File: src/pcmse_pkg.sv
// constants, types and line-code encodings for the serial bit stream encoder
package pcmse_pkg;
   localparam int unsigned CLK_HZ          = 200_000_000;
   localparam int unsigned MIN_BPS         = 10;
   localparam int unsigned CLASS1_MAX_BPS  = 5_000_000;
   localparam int unsigned HALF_W          = 24;
   // half-bit counts in sys_clk cycles; integer division keeps the rate exact
   localparam logic [HALF_W-1:0] HALF_MAX        = HALF_W'(CLK_HZ / (2 * MIN_BPS));
   localparam logic [HALF_W-1:0] HALF_MIN_CLASS1 = HALF_W'(CLK_HZ / (2 * CLASS1_MAX_BPS));
   localparam logic [HALF_W-1:0] HALF_MIN_ABS    = 24'h000001;
   localparam int unsigned WORD_W          = 64;
   localparam int unsigned LEN_W           = 7;
   localparam logic [LEN_W-1:0] LEN_MIN        = 7'h04;
   localparam logic [LEN_W-1:0] LEN_MAX_CLASS1 = 7'h10;
   localparam logic [LEN_W-1:0] LEN_MAX_CLASS2 = 7'h40;
   localparam int unsigned FBITS_W         = 15;
   localparam int unsigned FWORDS_W        = 11;
   localparam logic [FBITS_W-1:0]  FRAME_BITS_CLASS1  = 15'h2000;
   localparam logic [FBITS_W-1:0]  FRAME_BITS_CLASS2  = 15'h4000;
   localparam logic [FWORDS_W-1:0] FRAME_WORDS_CLASS1 = 11'h400;
   localparam logic [14:0] LFSR_SEED = 15'h7FFF;
   localparam logic        LINE_IDLE = 1'h0;

   typedef enum logic [2:0] {
      PCMSE_LEVEL_NRZ                   = 3'h0,
      PCMSE_MARK_NRZ                    = 3'h1,
      PCMSE_SPACE_NRZ                   = 3'h2,
      PCMSE_LEVEL_BIPHASE               = 3'h3,
      PCMSE_MARK_BIPHASE                = 3'h4,
      PCMSE_SPACE_BIPHASE               = 3'h5,
      PCMSE_RANDOMIZED_LEVEL_NONRETURN  = 3'h6
   } pcmse_code_t;

   typedef enum logic [0:0] {
      PCMSE_IDLE = 1'h0,
      PCMSE_RUN  = 1'h1
   } pcmse_state_t;

   typedef struct packed {
      logic [WORD_W-1:0] word;
      logic [LEN_W-1:0]  len;
      logic              frameStart;
   } pcmse_entry_t;
endpackage

File: src/pcmse_word_if.sv
// word carrier between the buffer and the serializer
interface pcmse_word_if;
   import pcmse_pkg::*;
   logic         valid;
   logic         ready;
   pcmse_entry_t entry;
   modport src (output valid, output entry, input ready);
   modport snk (input valid, input entry, output ready);
endinterface

File: src/pcmse_buf.sv
// two-entry word buffer between the user port and the serializer
module pcmse_buf
   import pcmse_pkg::*;
(
   input  wire logic         sys_clk,
   input  wire logic         resetn,
   input  wire logic         fillValid,
   output logic              fillReady,
   input  wire pcmse_entry_t fillEntry,
   pcmse_word_if.src         drain
);
   typedef struct packed {
      pcmse_entry_t [1:0] slot;
      logic               wrPtr;
      logic               rdPtr;
      logic [1:0]         count;
      logic               notFull;
   } pcmse_buf_state_t;

   pcmse_buf_state_t s_reg, s_next;
   logic             push;
   logic             pop;

   // ready comes from a flop so the top output is registered
   assign fillReady   = s_reg.notFull;
   assign drain.valid = (s_reg.count != 2'h0);
   assign drain.entry = s_reg.slot[s_reg.rdPtr];

   // pointer and count update; a full buffer stalls the filling side
   always_comb begin
      push   = fillValid && s_reg.notFull;
      pop    = drain.valid && drain.ready;
      s_next = s_reg;
      if (push) begin
         s_next.slot[s_reg.wrPtr] = fillEntry;
         s_next.wrPtr             = ~s_reg.wrPtr;
      end
      if (pop) begin
         s_next.rdPtr = ~s_reg.rdPtr;
      end
      s_next.count   = s_reg.count + 2'(push) - 2'(pop);
      s_next.notFull = (s_next.count != 2'h2);
   end

   always_ff @(posedge sys_clk or negedge resetn) begin
      if (!resetn) begin
         s_reg <= '{slot: '0, wrPtr: 1'h0, rdPtr: 1'h0, count: 2'h0, notFull: 1'h1};
      end else begin
         s_reg <= s_next;
      end
   end
endmodule

File: src/pcmse_top.sv
// serial PCM bit stream encoder: serializer, line coder, class limits
module pcmse_top
   import pcmse_pkg::*;
(
   input  wire logic              sys_clk,
   input  wire logic              resetn,
   input  wire logic              enable,
   input  wire logic [2:0]        cfgCode,
   input  wire logic              cfgClass2,
   input  wire logic [HALF_W-1:0] cfgHalfPeriod,
   input  wire logic              inValid,
   output logic                   inReady,
   input  wire logic [WORD_W-1:0] inWord,
   input  wire logic [LEN_W-1:0]  inLen,
   input  wire logic              inFrameStart,
   output logic                   lineOut,
   output logic                   lineActive,
   output logic                   bitStart,
   output logic                   cfgError,
   output logic                   lenError,
   output logic                   frameError
);
   typedef struct packed {
      pcmse_state_t      st;
      pcmse_code_t       code;
      logic              class2;
      logic [HALF_W-1:0] half;
      logic [HALF_W-1:0] halfCnt;
      logic              secondHalf;
      logic              level;
      logic              line;
      logic [14:0]       lfsr;
      logic [WORD_W-1:0] sh;
      logic [LEN_W-1:0]  bitsLeft;
      logic              fillTgl;
      logic [FBITS_W-1:0]  frameBits;
      logic [FWORDS_W-1:0] frameWords;
      logic              bitPulse;
      logic              cfgErr;
      logic              lenErr;
      logic              frameErr;
   } pcmse_top_state_t;

   pcmse_top_state_t s_reg, s_next;
   pcmse_word_if     wordBus ();
   pcmse_entry_t     inEntry;
   logic             popNow;
   logic             dataBit;
   logic             newLevel;
   logic [WORD_W-1:0] aligned;

   // legal configuration: rate floor, class one rate ceiling, known code
   function automatic logic cfgBad(input logic [HALF_W-1:0] half,
                                   input logic              cls2,
                                   input logic [2:0]        code);
      logic bad;
      bad = 1'h0;
      if (half > HALF_MAX) bad = 1'h1;
      if (half < HALF_MIN_ABS) bad = 1'h1;
      if (!cls2 && (half < HALF_MIN_CLASS1)) bad = 1'h1;
      if (code > 3'h6) bad = 1'h1;
      return bad;
   endfunction

   // word length window depends on the class
   function automatic logic lenBad(input logic [LEN_W-1:0] len, input logic cls2);
      logic bad;
      bad = (len < LEN_MIN);
      if (!cls2 && (len > LEN_MAX_CLASS1)) bad = 1'h1;
      if (cls2 && (len > LEN_MAX_CLASS2)) bad = 1'h1;
      return bad;
   endfunction

   assign inEntry = '{word: inWord, len: inLen, frameStart: inFrameStart};

   pcmse_buf u_buf (
      .sys_clk   (sys_clk),
      .resetn    (resetn),
      .fillValid (inValid),
      .fillReady (inReady),
      .fillEntry (inEntry),
      .drain     (wordBus.src)
   );

   // every top output is a straight copy of a state flop
   assign wordBus.ready = popNow;
   assign lineOut       = s_reg.line;
   assign lineActive    = (s_reg.st == PCMSE_RUN);
   assign bitStart      = s_reg.bitPulse;
   assign cfgError      = s_reg.cfgErr;
   assign lenError      = s_reg.lenErr;
   assign frameError    = s_reg.frameErr;

   // sequencing, bit selection and line coding all in one next-state pass
   always_comb begin
      s_next   = s_reg;
      popNow   = 1'h0;
      dataBit  = 1'h0;
      newLevel = s_reg.level;
      aligned  = '0;
      // pulse and pin check are recomputed every cycle, not held
      s_next.bitPulse = 1'h0;
      s_next.cfgErr   = cfgBad(cfgHalfPeriod, cfgClass2, cfgCode);
      case (s_reg.st)
         PCMSE_IDLE: begin
            // line rests at its idle level between streams
            s_next.line = LINE_IDLE;
            if (enable && !s_next.cfgErr) begin
               // config is captured once; later pin changes are ignored
               s_next.st         = PCMSE_RUN;
               s_next.code       = pcmse_code_t'(cfgCode);
               s_next.class2     = cfgClass2;
               s_next.half       = cfgHalfPeriod;
               s_next.halfCnt    = '0;
               s_next.secondHalf = 1'h1;
               s_next.level      = 1'h0;
               s_next.lfsr       = LFSR_SEED;
               s_next.bitsLeft   = '0;
               s_next.fillTgl    = 1'h0;
               s_next.frameBits  = '0;
               s_next.frameWords = '0;
               s_next.lenErr     = 1'h0;
               s_next.frameErr   = 1'h0;
            end
         end
         PCMSE_RUN: begin
            // half-bit timer; both halves get the same count
            s_next.halfCnt = s_reg.halfCnt - 1'h1;
            if (s_reg.halfCnt == '0) begin
               // exact divider from sys_clk: no drift, no jitter at the bit edges
               s_next.halfCnt = s_reg.half - 1'h1;
               if (!s_reg.secondHalf) begin
                  s_next.secondHalf = 1'h1;
                  if (s_reg.code == PCMSE_LEVEL_BIPHASE || s_reg.code == PCMSE_MARK_BIPHASE ||
                      s_reg.code == PCMSE_SPACE_BIPHASE) begin
                     s_next.line = ~s_reg.level;
                  end
               end else if (!enable) begin
                  // stop only on a bit boundary so no bit is cut short
                  s_next.st   = PCMSE_IDLE;
                  s_next.line = LINE_IDLE;
               end else begin
                  s_next.secondHalf = 1'h0;
                  s_next.bitPulse   = 1'h1;
                  if (s_reg.bitsLeft != '0) begin
                     dataBit          = s_reg.sh[WORD_W-1];
                     s_next.sh        = {s_reg.sh[WORD_W-2:0], 1'h0};
                     s_next.bitsLeft  = s_reg.bitsLeft - 1'h1;
                  end else if (wordBus.valid) begin
                     popNow = 1'h1;
                     if (lenBad(wordBus.entry.len, s_reg.class2)) begin
                        // rejected word is dropped; a fill bit keeps the stream going
                        s_next.lenErr  = 1'h1;
                        dataBit        = s_reg.fillTgl;
                        s_next.fillTgl = ~s_reg.fillTgl;
                     end else begin
                        aligned         = wordBus.entry.word <<
                                          (7'(WORD_W) - wordBus.entry.len);
                        dataBit         = aligned[WORD_W-1];
                        s_next.sh       = {aligned[WORD_W-2:0], 1'h0};
                        s_next.bitsLeft = wordBus.entry.len - 1'h1;
                        if (wordBus.entry.frameStart) begin
                           s_next.frameBits  = '0;
                           s_next.frameWords = 11'h001;
                        end else if (s_reg.frameWords != '1) begin
                           s_next.frameWords = s_reg.frameWords + 1'h1;
                        end
                     end
                  end else begin
                     // underrun: alternating fill keeps transitions and no gaps
                     dataBit        = s_reg.fillTgl;
                     s_next.fillTgl = ~s_reg.fillTgl;
                  end
                  // saturate instead of wrapping so a runaway frame stays flagged
                  if (s_next.frameBits != '1) begin
                     s_next.frameBits = s_next.frameBits + 1'h1;
                  end
                  // limits judged on the bit just counted; flags stay until restart
                  if (!s_reg.class2 && ((s_next.frameBits > FRAME_BITS_CLASS1) ||
                      (s_next.frameWords > FRAME_WORDS_CLASS1))) begin
                     s_next.frameErr = 1'h1;
                  end
                  if (s_reg.class2 && (s_next.frameBits > FRAME_BITS_CLASS2)) begin
                     s_next.frameErr = 1'h1;
                  end
                  // differential codes fold in the previous level
                  case (s_reg.code)
                     PCMSE_MARK_NRZ, PCMSE_MARK_BIPHASE:
                        newLevel = s_reg.level ^ dataBit;
                     PCMSE_SPACE_NRZ, PCMSE_SPACE_BIPHASE:
                        newLevel = s_reg.level ^ ~dataBit;
                     PCMSE_RANDOMIZED_LEVEL_NONRETURN: begin
                        // self-synchronising scrambler, taps at stages 14 and 15
                        newLevel    = dataBit ^ s_reg.lfsr[13] ^ s_reg.lfsr[14];
                        s_next.lfsr = {s_reg.lfsr[13:0], newLevel};
                     end
                     default:
                        newLevel = dataBit;
                  endcase
                  s_next.level = newLevel;
                  s_next.line  = newLevel;
               end
            end
         end
         default: begin
            s_next.st   = PCMSE_IDLE;
            s_next.line = LINE_IDLE;
         end
      endcase
   end

   // reset idles the line, clears the differential level and reseeds
   always_ff @(posedge sys_clk or negedge resetn) begin
      if (!resetn) begin
         s_reg      <= '0;
         s_reg.lfsr <= LFSR_SEED;
         s_reg.line <= LINE_IDLE;
      end else begin
         s_reg <= s_next;
      end
   end
endmodule

File: config.mk
export PLATFORM = sky130hd
export DESIGN_NAME = pcmse_top
export DESIGN_NICKNAME = d
export VERILOG_FILES = /design/src/pcmse_pkg.sv /design/src/pcmse_word_if.sv /design/src/pcmse_buf.sv /design/src/pcmse_top.sv
export SDC_FILE = /design/constraint.sdc
export NUM_CORES = 1
export LEC_CHECK = 0
export ABC_CLOCK_PERIOD_IN_PS = 6700
export BUFFER_PORTS_ARGS = -buffer_cell sky130_fd_sc_hd__buf_2
export CORE_MARGIN = 2
export CORE_UTILIZATION = 55
export DETAILED_ROUTE_END_ITERATION = 8
export PLACE_DENSITY = 0.83
export SETUP_SLACK_MARGIN = 0.3
export SYNTH_ARGS = -nofsm -noshare
export SYNTH_HDL_FRONTEND = slang
export SYNTH_SLANG_ARGS = --single-unit
File: constraint.sdc
create_clock -name sys_clk -period 6.7 [get_ports sys_clk]
set_clock_uncertainty 0.2 [all_clocks]
set_input_delay 0.335 -clock sys_clk [delete_from_list [all_inputs] [get_ports sys_clk]]
set_output_delay 0.335 -clock sys_clk [all_outputs]
set_load 0.01 [all_outputs]
Word level (Yosys, flattened, before mapping)

Index checks and enable logic that the tools add are counted.

Output and inout bits: 7
Register bits after elaboration: 322

Bitwise logic cells: 10
Reductions and logical operators: 31
Magnitude comparators: 13
Equal/unequal tests: 23
Muxes and demuxes: 81
Shifts and indexed selects: 1
Add/sub/neg operators: 9

Operator list:

| kind                    | count |
|---|---|
| $mux W114               | 2 |
| $mux W72                | 3 |
| $mux W71                | 3 |
| $bwmux W144             | 1 |
| $mux W141               | 1 |
| $mux W27                | 5 |
| $mux W15                | 8 |
| $pmux W42 S2            | 1 |
| $demux W72 S1           | 1 |
| $pmux W34 S2            | 1 |
| $shl A64 B7 Y64         | 1 |
| $mux W55                | 1 |
| $mux W26                | 2 |
| $sub A24 B1 Y24 const B | 2 |
| $mux W1                 | 41 |
| $mux W34                | 1 |
| $gt A24 B24 Y1 const B  | 1 |
| $logic_not A24 Y1       | 1 |
| $lt A24 B1 Y1 const B   | 1 |
| $lt A24 B5 Y1 const B   | 1 |
| $mux W11                | 2 |
| $reduce_and A6 Y1       | 3 |
| $add A15 B1 Y15 const B | 1 |
| $gt A15 B14 Y1 const B  | 1 |
| 39 further kinds        | 83 |

Longest topological paths before layout

Gate-level depths: netlist (run 1).

Word-level depth: 34
Depth in mapped cells: 20

Hierarchy

A second synthesis (run 1) with hierarchy kept.

Cell total of the unflattened synthesis: 1989
Area, all modules: 19782.7 sq um

Modules (own cells, without submodules):

| module    | instances | area each (sq um) | cells an instance |
|---|---|---|---|
| pcmse_top | 1         | 13267.7           | 1586 |
| pcmse_buf | 1         | 6515.0            | 403 |

Worst setup path after synthesis (run 1)

OpenSTA, ideal clock, no wires.

Path kind: reg2reg
Start point: reg u_buf.s_reg[3] (netlist bit)
End point: reg s_reg[118] (netlist bit)
Data arrival time: 4385 ps
Library setup time: 131 ps
Period minus slack after synthesis: 4716 ps
Stages on the path, launching flop included: 16
Slack: 1984 ps
Buffers on the path: 6
Cell sequence: dfrtp_1 buf_6 buf_4 buf_6 buf_4 buf_2 buf_2 mux2i_1 ha_1 xor2_4 mux4_2 mux4_2 mux2_2 o211a_1 and3_1 or3_1

Longest elaborated chain between the ends: 26
Elaborated cells between the ends (all ways): 34
Those cells by class: add/sub (1); order compare (3); shift (1); mux (22); bitwise (5); reduce/logical (2)

RTL lines:

| what                                           | RTL line                           | RTL |
|---|---|---|
| start, declared                                | pcmse_buf.sv:20                    | `pcmse_buf_state_t s_reg, s_next;` |
| start signal, assigned                         | pcmse_buf.sv:47                    | `s_reg <= '{slot: '0, wrPtr: 1'h0, rdPtr: 1'h0, count: 2'h0, notFull: 1'h1};` |
| start signal, assigned                         | pcmse_buf.sv:49                    | `s_reg <= s_next;` |
| $mux W72 (not written as such) * (2 in series) | pcmse_buf.sv:27                    | `assign drain.entry = s_reg.slot[s_reg.rdPtr];` |
| $gt A7 B5 Y1                                   | pcmse_top.sv:69                    | `if (!cls2 && (len > LEN_MAX_CLASS1)) bad = 1'h1;` |
| $logic_and A1 B1 Y1                            | pcmse_top.sv:69                    |  |
| $mux W1                                        | pcmse_top.sv:69                    |  |
| $mux W1                                        | pcmse_top.sv:70                    | `if (cls2 && (len > LEN_MAX_CLASS2)) bad = 1'h1;` |
| $mux W1                                        | pcmse_top.sv:149                   | `end else if (wordBus.valid) begin` |
| $mux W1                                        | pcmse_top.sv:145                   | `if (s_reg.bitsLeft != '0) begin` |
| $mux W1                                        | pcmse_top.sv:138                   | `end else if (!enable) begin` |
| [... 9 more ...]                               | -                                  |  |
| $mux W1 *                                      | pcmse_top.sv:104                   | `case (s_reg.st)` |
| $xor A1 B1 Y1 or $not A1 Y1 (tied branches)    | pcmse_top.sv:194, pcmse_top.sv:191 |  |
| $xor A1 B1 Y1 (on tied branches)               | pcmse_top.sv:194, pcmse_top.sv:191 |  |
| $pmux W1 S3 *                                  | pcmse_top.sv:187                   | `case (s_reg.code)` |
| $mux W2 *                                      | pcmse_top.sv:138                   |  |
| $mux W1 *                                      | pcmse_top.sv:132                   | `if (!s_reg.secondHalf) begin` |
| $mux W141 *                                    | pcmse_top.sv:129                   | `if (s_reg.halfCnt == '0) begin` |
| $pmux W42 S2 *                                 | pcmse_top.sv:104                   |  |
| end signal, assigned                           | pcmse_top.sv:219                   | `s_reg <= s_next;` |
| end, declared                                  | pcmse_top.sv:44                    | `pcmse_top_state_t s_reg, s_next;` |

Mark *: on every way between the ends. The rest lies on a longest branch, timed or not. The select of a mux whose other input is x is not followed.
A chain may end at the register's enable or synchronous reset.

Worst setup path after layout (run 1)

Start point: reg u_buf.s_reg[78] (netlist bit)
End point: reg s_reg (netlist bit frameError)

Longest elaborated chain between the ends: 32
Elaborated cells between the ends (all ways): 42
Those cells by class: add/sub (1); order compare (6); eq/ne (2); mux (27); reduce/logical (6)

RTL lines:

| what                                           | RTL line         | RTL |
|---|---|---|
| $mux W72 (not written as such) * (2 in series) | pcmse_buf.sv:27  |  |
| $gt A7 B5 Y1                                   | pcmse_top.sv:69  |  |
| $logic_and A1 B1 Y1                            | pcmse_top.sv:69  |  |
| $mux W1                                        | pcmse_top.sv:69  |  |
| $mux W1 *                                      | pcmse_top.sv:70  |  |
| $mux W1 *                                      | pcmse_top.sv:149 |  |
| $mux W1 *                                      | pcmse_top.sv:145 |  |
| $mux W1 *                                      | pcmse_top.sv:138 |  |
| [... 15 more ...]                              | -                |  |
| $mux W15                                       | pcmse_top.sv:104 |  |
| $gt A15 B15 Y1                                 | pcmse_top.sv:183 | `if (s_reg.class2 && (s_next.frameBits > FRAME_BITS_CLASS2)) begin` |
| $logic_and A1 B1 Y1                            | pcmse_top.sv:183 |  |
| $mux W1                                        | pcmse_top.sv:183 |  |
| $mux W2                                        | pcmse_top.sv:138 |  |
| $mux W2                                        | pcmse_top.sv:132 |  |
| $mux W2                                        | pcmse_top.sv:129 |  |
| $pmux W2 S2                                    | pcmse_top.sv:104 |  |

Marks and branches as above.

==> impl_metrics.toml, run 1 <==
[run_status]
status = "finished, final reports clean"

[logic_synthesis]
syn_inst = 1991
synth_common_cells = "305 x dfrtp_1, 260 x mux2_2, 160 x mux2i_1, 160 x nor2_1, 159 x nand2_1"
synth_ff_type = "dfrtp_1"
synth_cell_types = 84
yosysTopAreaCellShare_pct = 37.0
ys_async_sr_fraction_pct = 100
yosys.cell_count.top_type = "dfrtp_1"
ys_ff_latch = 321
avgSynthCellArea_um2 = 10.4
netlist_area_mm2 = 0.0206
synth_area_leaders = "dfrtp_1 37%, mux2_2 14%, mux2i_1 7.8%, mux4_2 7.4%, o21ai_0 3.1%"
ys_seq_area_share_pct = 39.1
synth_edf_count = 0
synth_largest_area_cell = "dfrtp_1"
synth_nets = 2102
synth_warnings = 0

[detailed_routing]
first_iter_violations = 1969
firstDrtPassIters = 7
drc = 0
dr_total_vias = 17707
wl_per_cell_um = 23.5
ant_nets = 0
routed_wirelength_mm = 61.6
drt-vias-per-instance = 6.75

[final_layout]
fin_cells = 2623
fillers = 2711
multi_input_area_mm2 = 0.0118
final_net_count = 2236
largest_reg_flops = 166
syn_to_final_growth_pct = 15.3
drive_above_1_share_pct = 26.7
seqCellArea_mm2 = 0.00806
antenna_cells = 0

[pwr]
ir_worst_vdd_mv = 0.368
power_density_mw_per_mm2 = 579
finalPower_w = 0.0138
p_leak_nw = 9.99

[sta]
setup_ws_ns = 1.57
slew_violations = 0
fmax_mhz = 195
fin_hold_ws_ns = 0.140
fin_setup_tns_ns = 0
setup_viol = 0
rsz0062_at_grt = "no"
worstMarginPinSlew_ns = 1.17
min_period_ns = 5.13
finalHoldViolations = 0
slew_headroom_pct = 22.3
fin_crit_sh_pct = 76.5

[die]
core_area_mm2 = 0.0368
io_pins = 111
initial_core_util_pct = 56.0
fp.dieArea_mm2 = 0.0390
fp-row-count = 70
die_y_um = 198
die_x_um = 198

[clocking]
clock_path_buffers = 3
cts_htree_levels = 2
cts_tree = "done"
postCtsSetupBuffers = 0
cts_inserted_buffers = 38
cts_root_buffer = "clkbuf_16"
clock-sinks = 321
clk_pin_slew_ns = 0.06
clock_latency_ns = 0.56

[worst_setup_path]
crit_path_start = "u_buf.s_reg[78]"
rr_worst_depth = 16
endpoint_kind = "flip-flop"
critPathKind = "reg2reg"
worstPathRequired_ns = 6.90
crit_arrival_ns = 5.32
r2r-end = "frameError"
ff2ff_setup_slack_ns = 1.57
cp_max_fo = 34
r2r-start = "u_buf.s_reg[78]"
start_kind = "flip-flop"

[worst_hold_path]
min_to = "u_buf.s_reg[4]"
holdPathStages = 3
min_from = "inValid"
hold_path.class = "in2reg"

[flow_run]
max_cap_viol_count = 0

[global_route]
grt.busiest_layer = "met2"
grt_pass1_wl_mm = 97.4
antenna_found_initial = 0
overflow = 0
grtUsageMet3_pct = 5.41
grt_pass1_vias = 17645
grt_max_degree = 186
grt_use_total_pct = 31.6
use_met1_pct = 42.3
met2_usage_pct = 51.3

[place]
place_inst = 2451
place_ws_ns = 1.72
gp_congestion = 0.944
portBuffers = 110
hpwl_mm = 38.3
per-layer routing:
layer / vias to the layer above / routed length [um]
met1: 8690 / 24500
met2: 1041 / 29100
met3: 215 / 5330
li1: 7761 / -
met5: - / 0
met4: 0 / 2670
per-stage QoR:
step                      instance area [um2]  util (%)
after global placement                  21400      58.3
after detailed placement                21400      58.3
after floorplan                         20600         -
final                                   23800      64.6
after CTS                               23800      64.6
after global routing                    23800      64.6
final cells by class:
class	count	area share, %
inverter	37	0.584
sequential	321	33.9
clock buffer	59	4.90
tap	468	2.46
multi-input combinational	1484	49.8
timing repair buffer	243	7.69
clock inverter	11	0.616
how the worst max path moves through the flow:
stage,to,depth (start not counted)
after floorplan,s_reg[118],15
after global placement,frameError,16
after detailed placement,frameError,16
after CTS,frameError,16
after global routing,frameError,16
final,frameError,16
layout by cell type, fill, tap and decap left out, types with 6 or more instances in the layout:
| master | count |
|---|---|
| a311oi_1 | 10 |
| dlygate4sd3_1 | 102 |
| xor2_1 | 6 |
| o22ai_1 | 18 |
| o211ai_1 | 11 |
| mux2i_1 | 160 |
| xnor2_1 | 12 |
| and3_1 | 17 |
| and2_1 | 14 |
| a211oi_1 | 36 |
| clkbuf_8 | 7 |
| nor2b_1 | 6 |
| nor3_1 | 44 |
| buf_4 | 30 |
| ha_1 | 6 |
| a22oi_1 | 29 |
| a222oi_1 | 11 |
| dfstp_2 | 16 |
| nand4_1 | 13 |
| a31oi_1 | 15 |
| mux2_2 | 260 |
| a221oi_1 | 13 |
| nand2b_1 | 11 |
| or3_1 | 9 |
| buf_2 | 109 |
| a22o_1 | 8 |
| nor2_1 | 160 |
| nor4_1 | 19 |
| nand2_1 | 157 |
| inv_1 | 35 |
| dfrtp_1 | 302 |
| a21o_1 | 10 |
| o21ai_0 | 125 |
| nand3b_1 | 7 |
| clkbuf_16 | 41 |
| mux4_2 | 68 |
| o21bai_1 | 6 |
| nand3_1 | 42 |
| a21oi_1 | 78 |
| clkbuf_1 | 11 |
timing repair:
item,in CTS,in global routing
resized for setup,0,0
hold endpoints to repair,282,0
hold buffers,102,0
power breakdown:
group          switching (W)  total (W)  internal (W)
logic                0.00473    0.00821       0.00348
clock network       0.000874    0.00219       0.00132
registers           0.000757    0.00336       0.00260
worst max-delay path, stage by stage, from the launching register on:
cell and delay [ns]:
dfrtp_4 0.68, or3b_1 0.47, a21oi_1 0.16, o22ai_1 0.16
a21oi_1 0.19, buf_4 0.25, nand2_1 0.23, and2_1 0.24
ha_1 0.27, and3_1 0.23, and3_1 0.26, a21oi_1 0.35
a22oi_1 0.15, nor4_1 0.49, a41oi_1 0.23, o221ai_1 0.25
o221ai_1 0.15
kinds of logic (layout without fill, tap and decap cells):
family	after synthesis	after routing	share of synthesized area, %
compound gates	435	435	13.9
xor+xnor	24	24	1.18
fa+ha+maj	7	7	0.425
buf+inv	186	350	3.88
flops	321	321	39.1
mux	492	492	29.7
simple gates	526	526	11.9
(Power assumes the default switching activity.)
==> run 2: changes to the inputs <==
- ABC_CLOCK_PERIOD_IN_PS: 6700 -> 4700
- PLACE_DENSITY: 0.83 -> 0.86
- clock period: 6.7 -> 4.7 ns (I/O delays scaled with it)
==> run 2 against run 1 <==
  * Sequential cell count did not move
  * Global-route usage is 0.92 points higher
  * Register-to-register slack worse by 1.2 ns
  * Sequential power is 41% higher
  * First-iteration DRC count increased by 12%
  * Final cell count increased by 0.50%
  * Die area did not move
  * Sequential share of layout area decreased by 0.15 points
  * Total power is 43% higher
  * Combinational power is 46% higher
  * Largest cell class unchanged
==> impl_metrics.toml, run 2 (same netlist as run 1, synthesis figures left out) <==
[run_status]
status = "finished, final reports clean"

[final_layout]
final_net_count = 2252
largest_reg_flops = 166
drive_above_1_share_pct = 27.7
antenna_cells = 0
mostFrequentLayoutCells = "302 x dfrtp_1, 260 x mux2_2, 160 x mux2i_1, 160 x nor2_1, 156 x nand2_1"
syn_to_final_growth_pct = 15.8
layout_commonest_cell = "dfrtp_1"

[clocking]
clock-sinks = 321
cts_inserted_buffers = 38
cts_htree_levels = 2
clock_path_buffers = 3
cts_root_buffer = "clkbuf_16"
clk_pin_slew_ns = 0.06
clock_latency_ns = 0.58
cts_tree = "done"

[pwr]
power_density_mw_per_mm2 = 821
p_clk_share_pct = 14.8
swShare_pct = 46.9
ir_worst_vdd_mv = 0.606
cell_internal_pwr_w = 0.0104
p_leak_nw = 10.0
p_sw_w = 0.00921
pwr-share-comb_pct = 61.0
seqPwrFrac_pct = 24.2

[worst_setup_path]
critPathKind = "reg2reg"
r2r-start = "u_buf.s_reg[3]"
worstPathRequired_ns = 4.89
rr_worst_depth = 11
ff2ff_setup_slack_ns = 0.41
cp_max_fo = 45
r2r-end = "s_reg[78]"
start_kind = "flip-flop"
crit_arrival_ns = 4.48
endpoint_kind = "flip-flop"

[sta]
slew_violations = 0
fin_setup_tns_ns = 0
fin_crit_sh_pct = 91.3
min_period_ns = 4.29
fmax_mhz = 233
rsz0062_at_grt = "yes"
slew_headroom_pct = 13.2
worstMarginPinSlew_ns = 1.30
finalHoldViolations = 0
setup_ws_ns = 0.411
setup_viol = 0

[place]
hpwl_mm = 39.2
place_ws_ns = 0.157
portBuffers = 110
gp_congestion = 0.983

[die]
initial_core_util_pct = 56.0
fp-row-count = 70
die_x_um = 198
die_y_um = 198
fp.dieArea_mm2 = 0.0390
core_area_mm2 = 0.0368
io_pins = 111

[detailed_routing]
drc = 0
wl_per_cell_um = 23.9
ant_nets = 0
firstDrtPassIters = 7
routed_wirelength_mm = 63.1
first_iter_violations = 2210
dr_total_vias = 17943
drt-vias-per-instance = 6.81

[global_route]
grt_use_total_pct = 32.6
antenna_found_initial = 0
grt_pass1_wl_mm = 100
grt_pass1_vias = 17948
grt_max_degree = 118
overflow = 0

[worst_hold_path]
holdPathStages = 3
min_from = "inValid"
min_to = "u_buf.s_reg[4]"
hold_path.class = "in2reg"

[flow_run]
max_cap_viol_count = 0
[run 2: cell count changes in the layout (fill, tap and decap cells not counted), sizes merged]
cell,before,now
buf,141,157
inv,39,38
clkinvlp,2,1
clkinv,4,10
bufinv,3,0
clkbuf,59,55
[run 2: worst max path at each step]
stage	from	endpoint	slack, ns	cells after the start
floorplan	u_buf.s_reg[3]	s_reg[118]	0.31	15
global placement	u_buf.s_reg[3]	frameError	0.27	15
detailed placement	u_buf.s_reg[3]	frameError	0.16	15
CTS	u_buf.s_reg[3]	frameError	0.31	15
global route	u_buf.s_reg[3]	frameError	0.21	15
finish	u_buf.s_reg[3]	s_reg[78]	0.41	11
[run 2: per-layer routing]
| layer | vias to the layer above | GRT usage [%] | wire (um) |
|---|---|---|---|
| li1 | 7771 | - | - |
| met2 | 1119 | 52.8 | 29700 |
| met5 | - | 0 | 0 |
| met1 | 8765 | 41.8 | 24400 |
| met3 | 288 | 6.88 | 5740 |
| met4 | 0 | 15.5 | 3260 |
[run 2: critical path, stage by stage, from the launching register on]
cell      delay, ns
dfrtp_4        0.56
mux2i_1        0.18
ha_2           0.36
buf_4          0.52
mux4_2         0.42
mux2i_1        0.54
inv_1          0.11
mux4_2         0.52
nand2_1        0.09
o21ai_0        0.11
a222oi_1       0.35
o21ai_0        0.13
[run 2: per-stage QoR]
step	total power (W)	utilization, %	area (um2)	hold slack (ns)	instances
2_1_floorplan	0.0126	-	20700	-0.261	1991
5_1_grt	0.0203	64.9	23900	0.0229	2636
6_report	0.0196	64.9	23900	0.0290	2636
3_5_place_dp	0.0158	58.6	21600	0.137	2466
3_3_place_gp	0.0154	58.6	21600	0.124	2466
4_1_cts	0.0189	64.7	23800	0.0132	2635
[run 2: area by class of cell]
| type | count | area (um2) |
|---|---|---|
| clock inverter | 12 | 96.3 |
| inverter | 37 | 139 |
| fill | 2690 | 12900 |
| sequential | 321 | 8060 |
| clock buffer | 55 | 1110 |
| multi-input combinational | 1484 | 11900 |
| timing repair buffer | 259 | 1960 |
| tap | 468 | 586 |
[run 2: power by group through the flow]
stage                     Combinational (W)  Sequential [W]  Clock (W)
after floorplan                     0.00832         0.00428          0
after global placement               0.0109         0.00454          0
after global routing                 0.0125         0.00481    0.00304
final                                0.0120         0.00474    0.00290
after detailed placement             0.0112         0.00462          0
after CTS                            0.0114         0.00461    0.00290
[run 2: timing repair]
item,4_1_cts,5_1_grt
endpoints found under the setup margin,1,13
pin swaps,0,2
gates cloned,0,0
resized for setup,4,11
endpoints found under the hold margin,273,0
hold buffers,102,0
buffers inserted,0,1
==> run 3: changes to the inputs <==
- SYNTH_HIERARCHICAL: not set -> 1
==> run 3 against run 2 <==
  * Via count is 4.5% lower
  * Clock power down 1%
  * Maximum frequency shrank 0.13%
  * Global-route usage decreased by 2.6 points
  * Cell area is 4.0% lower
  * Register-to-register slack barely moved
  * Critical path depth increased by 6
  * Die area shrank 3.9%
  * Sequential share of layout area increased by 1.4 points
  * Highest routed layer unchanged
==> impl_metrics.toml, run 3 <==
[logic_synthesis]
synth_warnings = 6
yosys.cell_count.top_type = "dfrtp_1"
netlist_area_mm2 = 0.0198
synth_area_leaders = "dfrtp_1 39%, mux2_2 14%, mux4_2 7.2%, nand2_1 5.2%, a21oi_1 3.7%"
synth_cell_types = 84
ys_async_sr_fraction_pct = 100
ys_seq_area_share_pct = 40.7
avgSynthCellArea_um2 = 9.95
synth_edf_count = 0
synth_ff_type = "dfrtp_1"
syn_inst = 1989
ys_ff_latch = 321
synth_nets = 2100
synth_largest_area_cell = "dfrtp_1"
yosysTopAreaCellShare_pct = 38.6
synth_common_cells = "305 x dfrtp_1, 273 x nand2_1, 245 x mux2_2, 164 x nor2_1, 147 x a21oi_1"

[die]
die_x_um = 194
fp-row-count = 69
io_pins = 111
initial_core_util_pct = 55.8
core_area_mm2 = 0.0355
die_y_um = 194
fp.dieArea_mm2 = 0.0375

[global_route]
grt_use_total_pct = 29.9
antenna_found_initial = 1
grt_pass1_wl_mm = 91.5
grt_max_degree = 143
overflow = 0
grt_pass1_vias = 17053

[worst_setup_path]
start_kind = "flip-flop"
ff2ff_setup_slack_ns = 0.41
r2r-end = "frameError"
cp_max_fo = 9
critPathKind = "reg2reg"
rr_worst_depth = 17
endpoint_kind = "flip-flop"
r2r-start = "u_buf/s_reg[3]"
crit_arrival_ns = 4.51
worstPathRequired_ns = 4.92

[place]
place_ws_ns = 0.281
hpwl_mm = 35.8
placed_area_mm2 = 0.0207
portBuffers = 110
gp_congestion = 0.973

[clocking]
clock_path_buffers = 3
cts_root_buffer = "clkbuf_16"
cts_htree_levels = 2
cts_tree = "done"
clock_latency_ns = 0.55
cts_inserted_buffers = 35
clk_pin_slew_ns = 0.06
clock-sinks = 321

[sta]
min_period_ns = 4.29
slew_headroom_pct = 23.4
slew_violations = 0
setup_ws_ns = 0.405
fin_crit_sh_pct = 91.4
finalHoldViolations = 0
worstMarginPinSlew_ns = 1.14
fmax_mhz = 233
fin_hold_ws_ns = 0.0983
setup_viol = 0
fin_setup_tns_ns = 0
rsz0062_at_grt = "yes"

[final_layout]
largest_reg_flops = 166
mostFrequentLayoutCells = "304 x dfrtp_1, 272 x nand2_1, 243 x mux2_2"
final_net_count = 2258
syn_to_final_growth_pct = 15.9
layout_commonest_cell = "dfrtp_1"
final_area_mm2 = 0.0229
drive_above_1_share_pct = 26.8

[detailed_routing]
drc = 0
ant_nets = 0
first_iter_violations = 1821
firstDrtPassIters = 6
routed_wirelength_mm = 56.8
dr_total_vias = 17128
wl_per_cell_um = 21.6
drt-vias-per-instance = 6.50

[pwr]
ir_worst_vdd_mv = 0.512
finalPower_w = 0.0179
p_leak_nw = 9.58
power_density_mw_per_mm2 = 781

[run_status]
status = "finished, final reports clean"

[flow_run]
max_cap_viol_count = 0

[worst_hold_path]
hold_path.class = "in2async"
-- run 3: cell count changes in the layout (fill, tap and decap cells not counted), moves of 9 or more --
cell      previous run  this run
and3_1              16        26
a21oi_1             76       146
inv_1               35        26
nor3_1              42        22
nand2_1            156       272
a222oi_1            11         1
o211ai_1            11        26
a31oi_1             15        28
mux2_2             260       243
mux2i_1            160        49
-- run 3: per-stage QoR --
step           util [%]  instances
4_1_cts            64.5       2632
3_3_place_gp       58.2       2464
6_report           64.6       2635
3_5_place_dp       58.2       2464
5_1_grt            64.6       2635
2_1_floorplan         -       1989
-- run 3: worst max-delay path, stage by stage (launching register included) --
cell and delay (ns):
dfrtp_2 0.47, mux2_2 0.49, nor3_1 0.32, o2111a_1 0.33, o211ai_1 0.12, buf_4 0.16, and2_1 0.16, ha_1 0.19
buf_4 0.17, and3_1 0.19, buf_4 0.15, a41oi_1 0.20, a21o_1 0.12, nand3b_1 0.08, nor4b_2 0.30, nand3_1 0.12
a222oi_1 0.29, nor2_1 0.09
-- run 3: per-layer routing --
layer	vias up	GRT usage (%)	wire length, um
li1	7661	-	-
met1	8404	38.5	22300
met2	874	51.0	28200
met3	189	4.73	4050
met4	0	11.8	2300
met5	-	0	0
-- run 3: layout make-up --
class | instances | area (um2)
Fill cell | 2626 | 12600
Multi-Input combinational cell | 1497 | 11000
Sequential cell | 321 | 8050
Timing Repair Buffer | 265 | 2020
Clock buffer | 50 | 1020
Tap cell | 461 | 577
Clock inverter | 13 | 151
Inverter | 27 | 101
Antenna cell | 1 | 2.50
-- run 3: repair_timing --
item,in CTS,in global routing
pin swaps,1,1
gates cloned,0,0
endpoints found under the setup margin,1,29
resized for setup,0,6
hold buffers,103,0
hold endpoints to repair,280,0
buffers inserted,2,2
-- run 3: cell families (layout without fill, tap and decap cells) --
kind of cell               Yosys count  after routing  share of synthesized area (%)
adders and majority gates            7              7                          0.443
DFF                                321            321                           40.7
and+or+nand+nor                    631            631                           14.6
muxes                              358            358                           23.7
xor gates and xnor gates            22             22                           1.01
other                                0              1                              0
buffers and inverters              171            355                           4.38
AOI/OAI and AO/OA                  479            479                           15.2
-- run 3: how the worst max path moves through the flow --
stage	start	to	slack [ns]	cells past startpoint
floorplan	u_buf/s_reg[3]	frameError	0.32	20
global placement	u_buf/s_reg[3]	frameError	0.29	14
detailed placement	u_buf/s_reg[3]	frameError	0.28	13
CTS	u_buf/s_reg[3]	frameError	0.43	14
global route	u_buf/s_reg[3]	frameError	0.20	15
finish	u_buf/s_reg[3]	frameError	0.41	17
-- run 3: power breakdown --
part | total, W | internal [W] | switching, W | leakage [nW]
combinational | 0.0107 | 0.00448 | 0.00618 | 4.97
clock | 0.00286 | 0.00169 | 0.00117 | 0.583
sequential | 0.00438 | 0.00369 | 0.000690 | 4.02
total | 0.0179 | 0.00986 | 0.00804 | 9.58
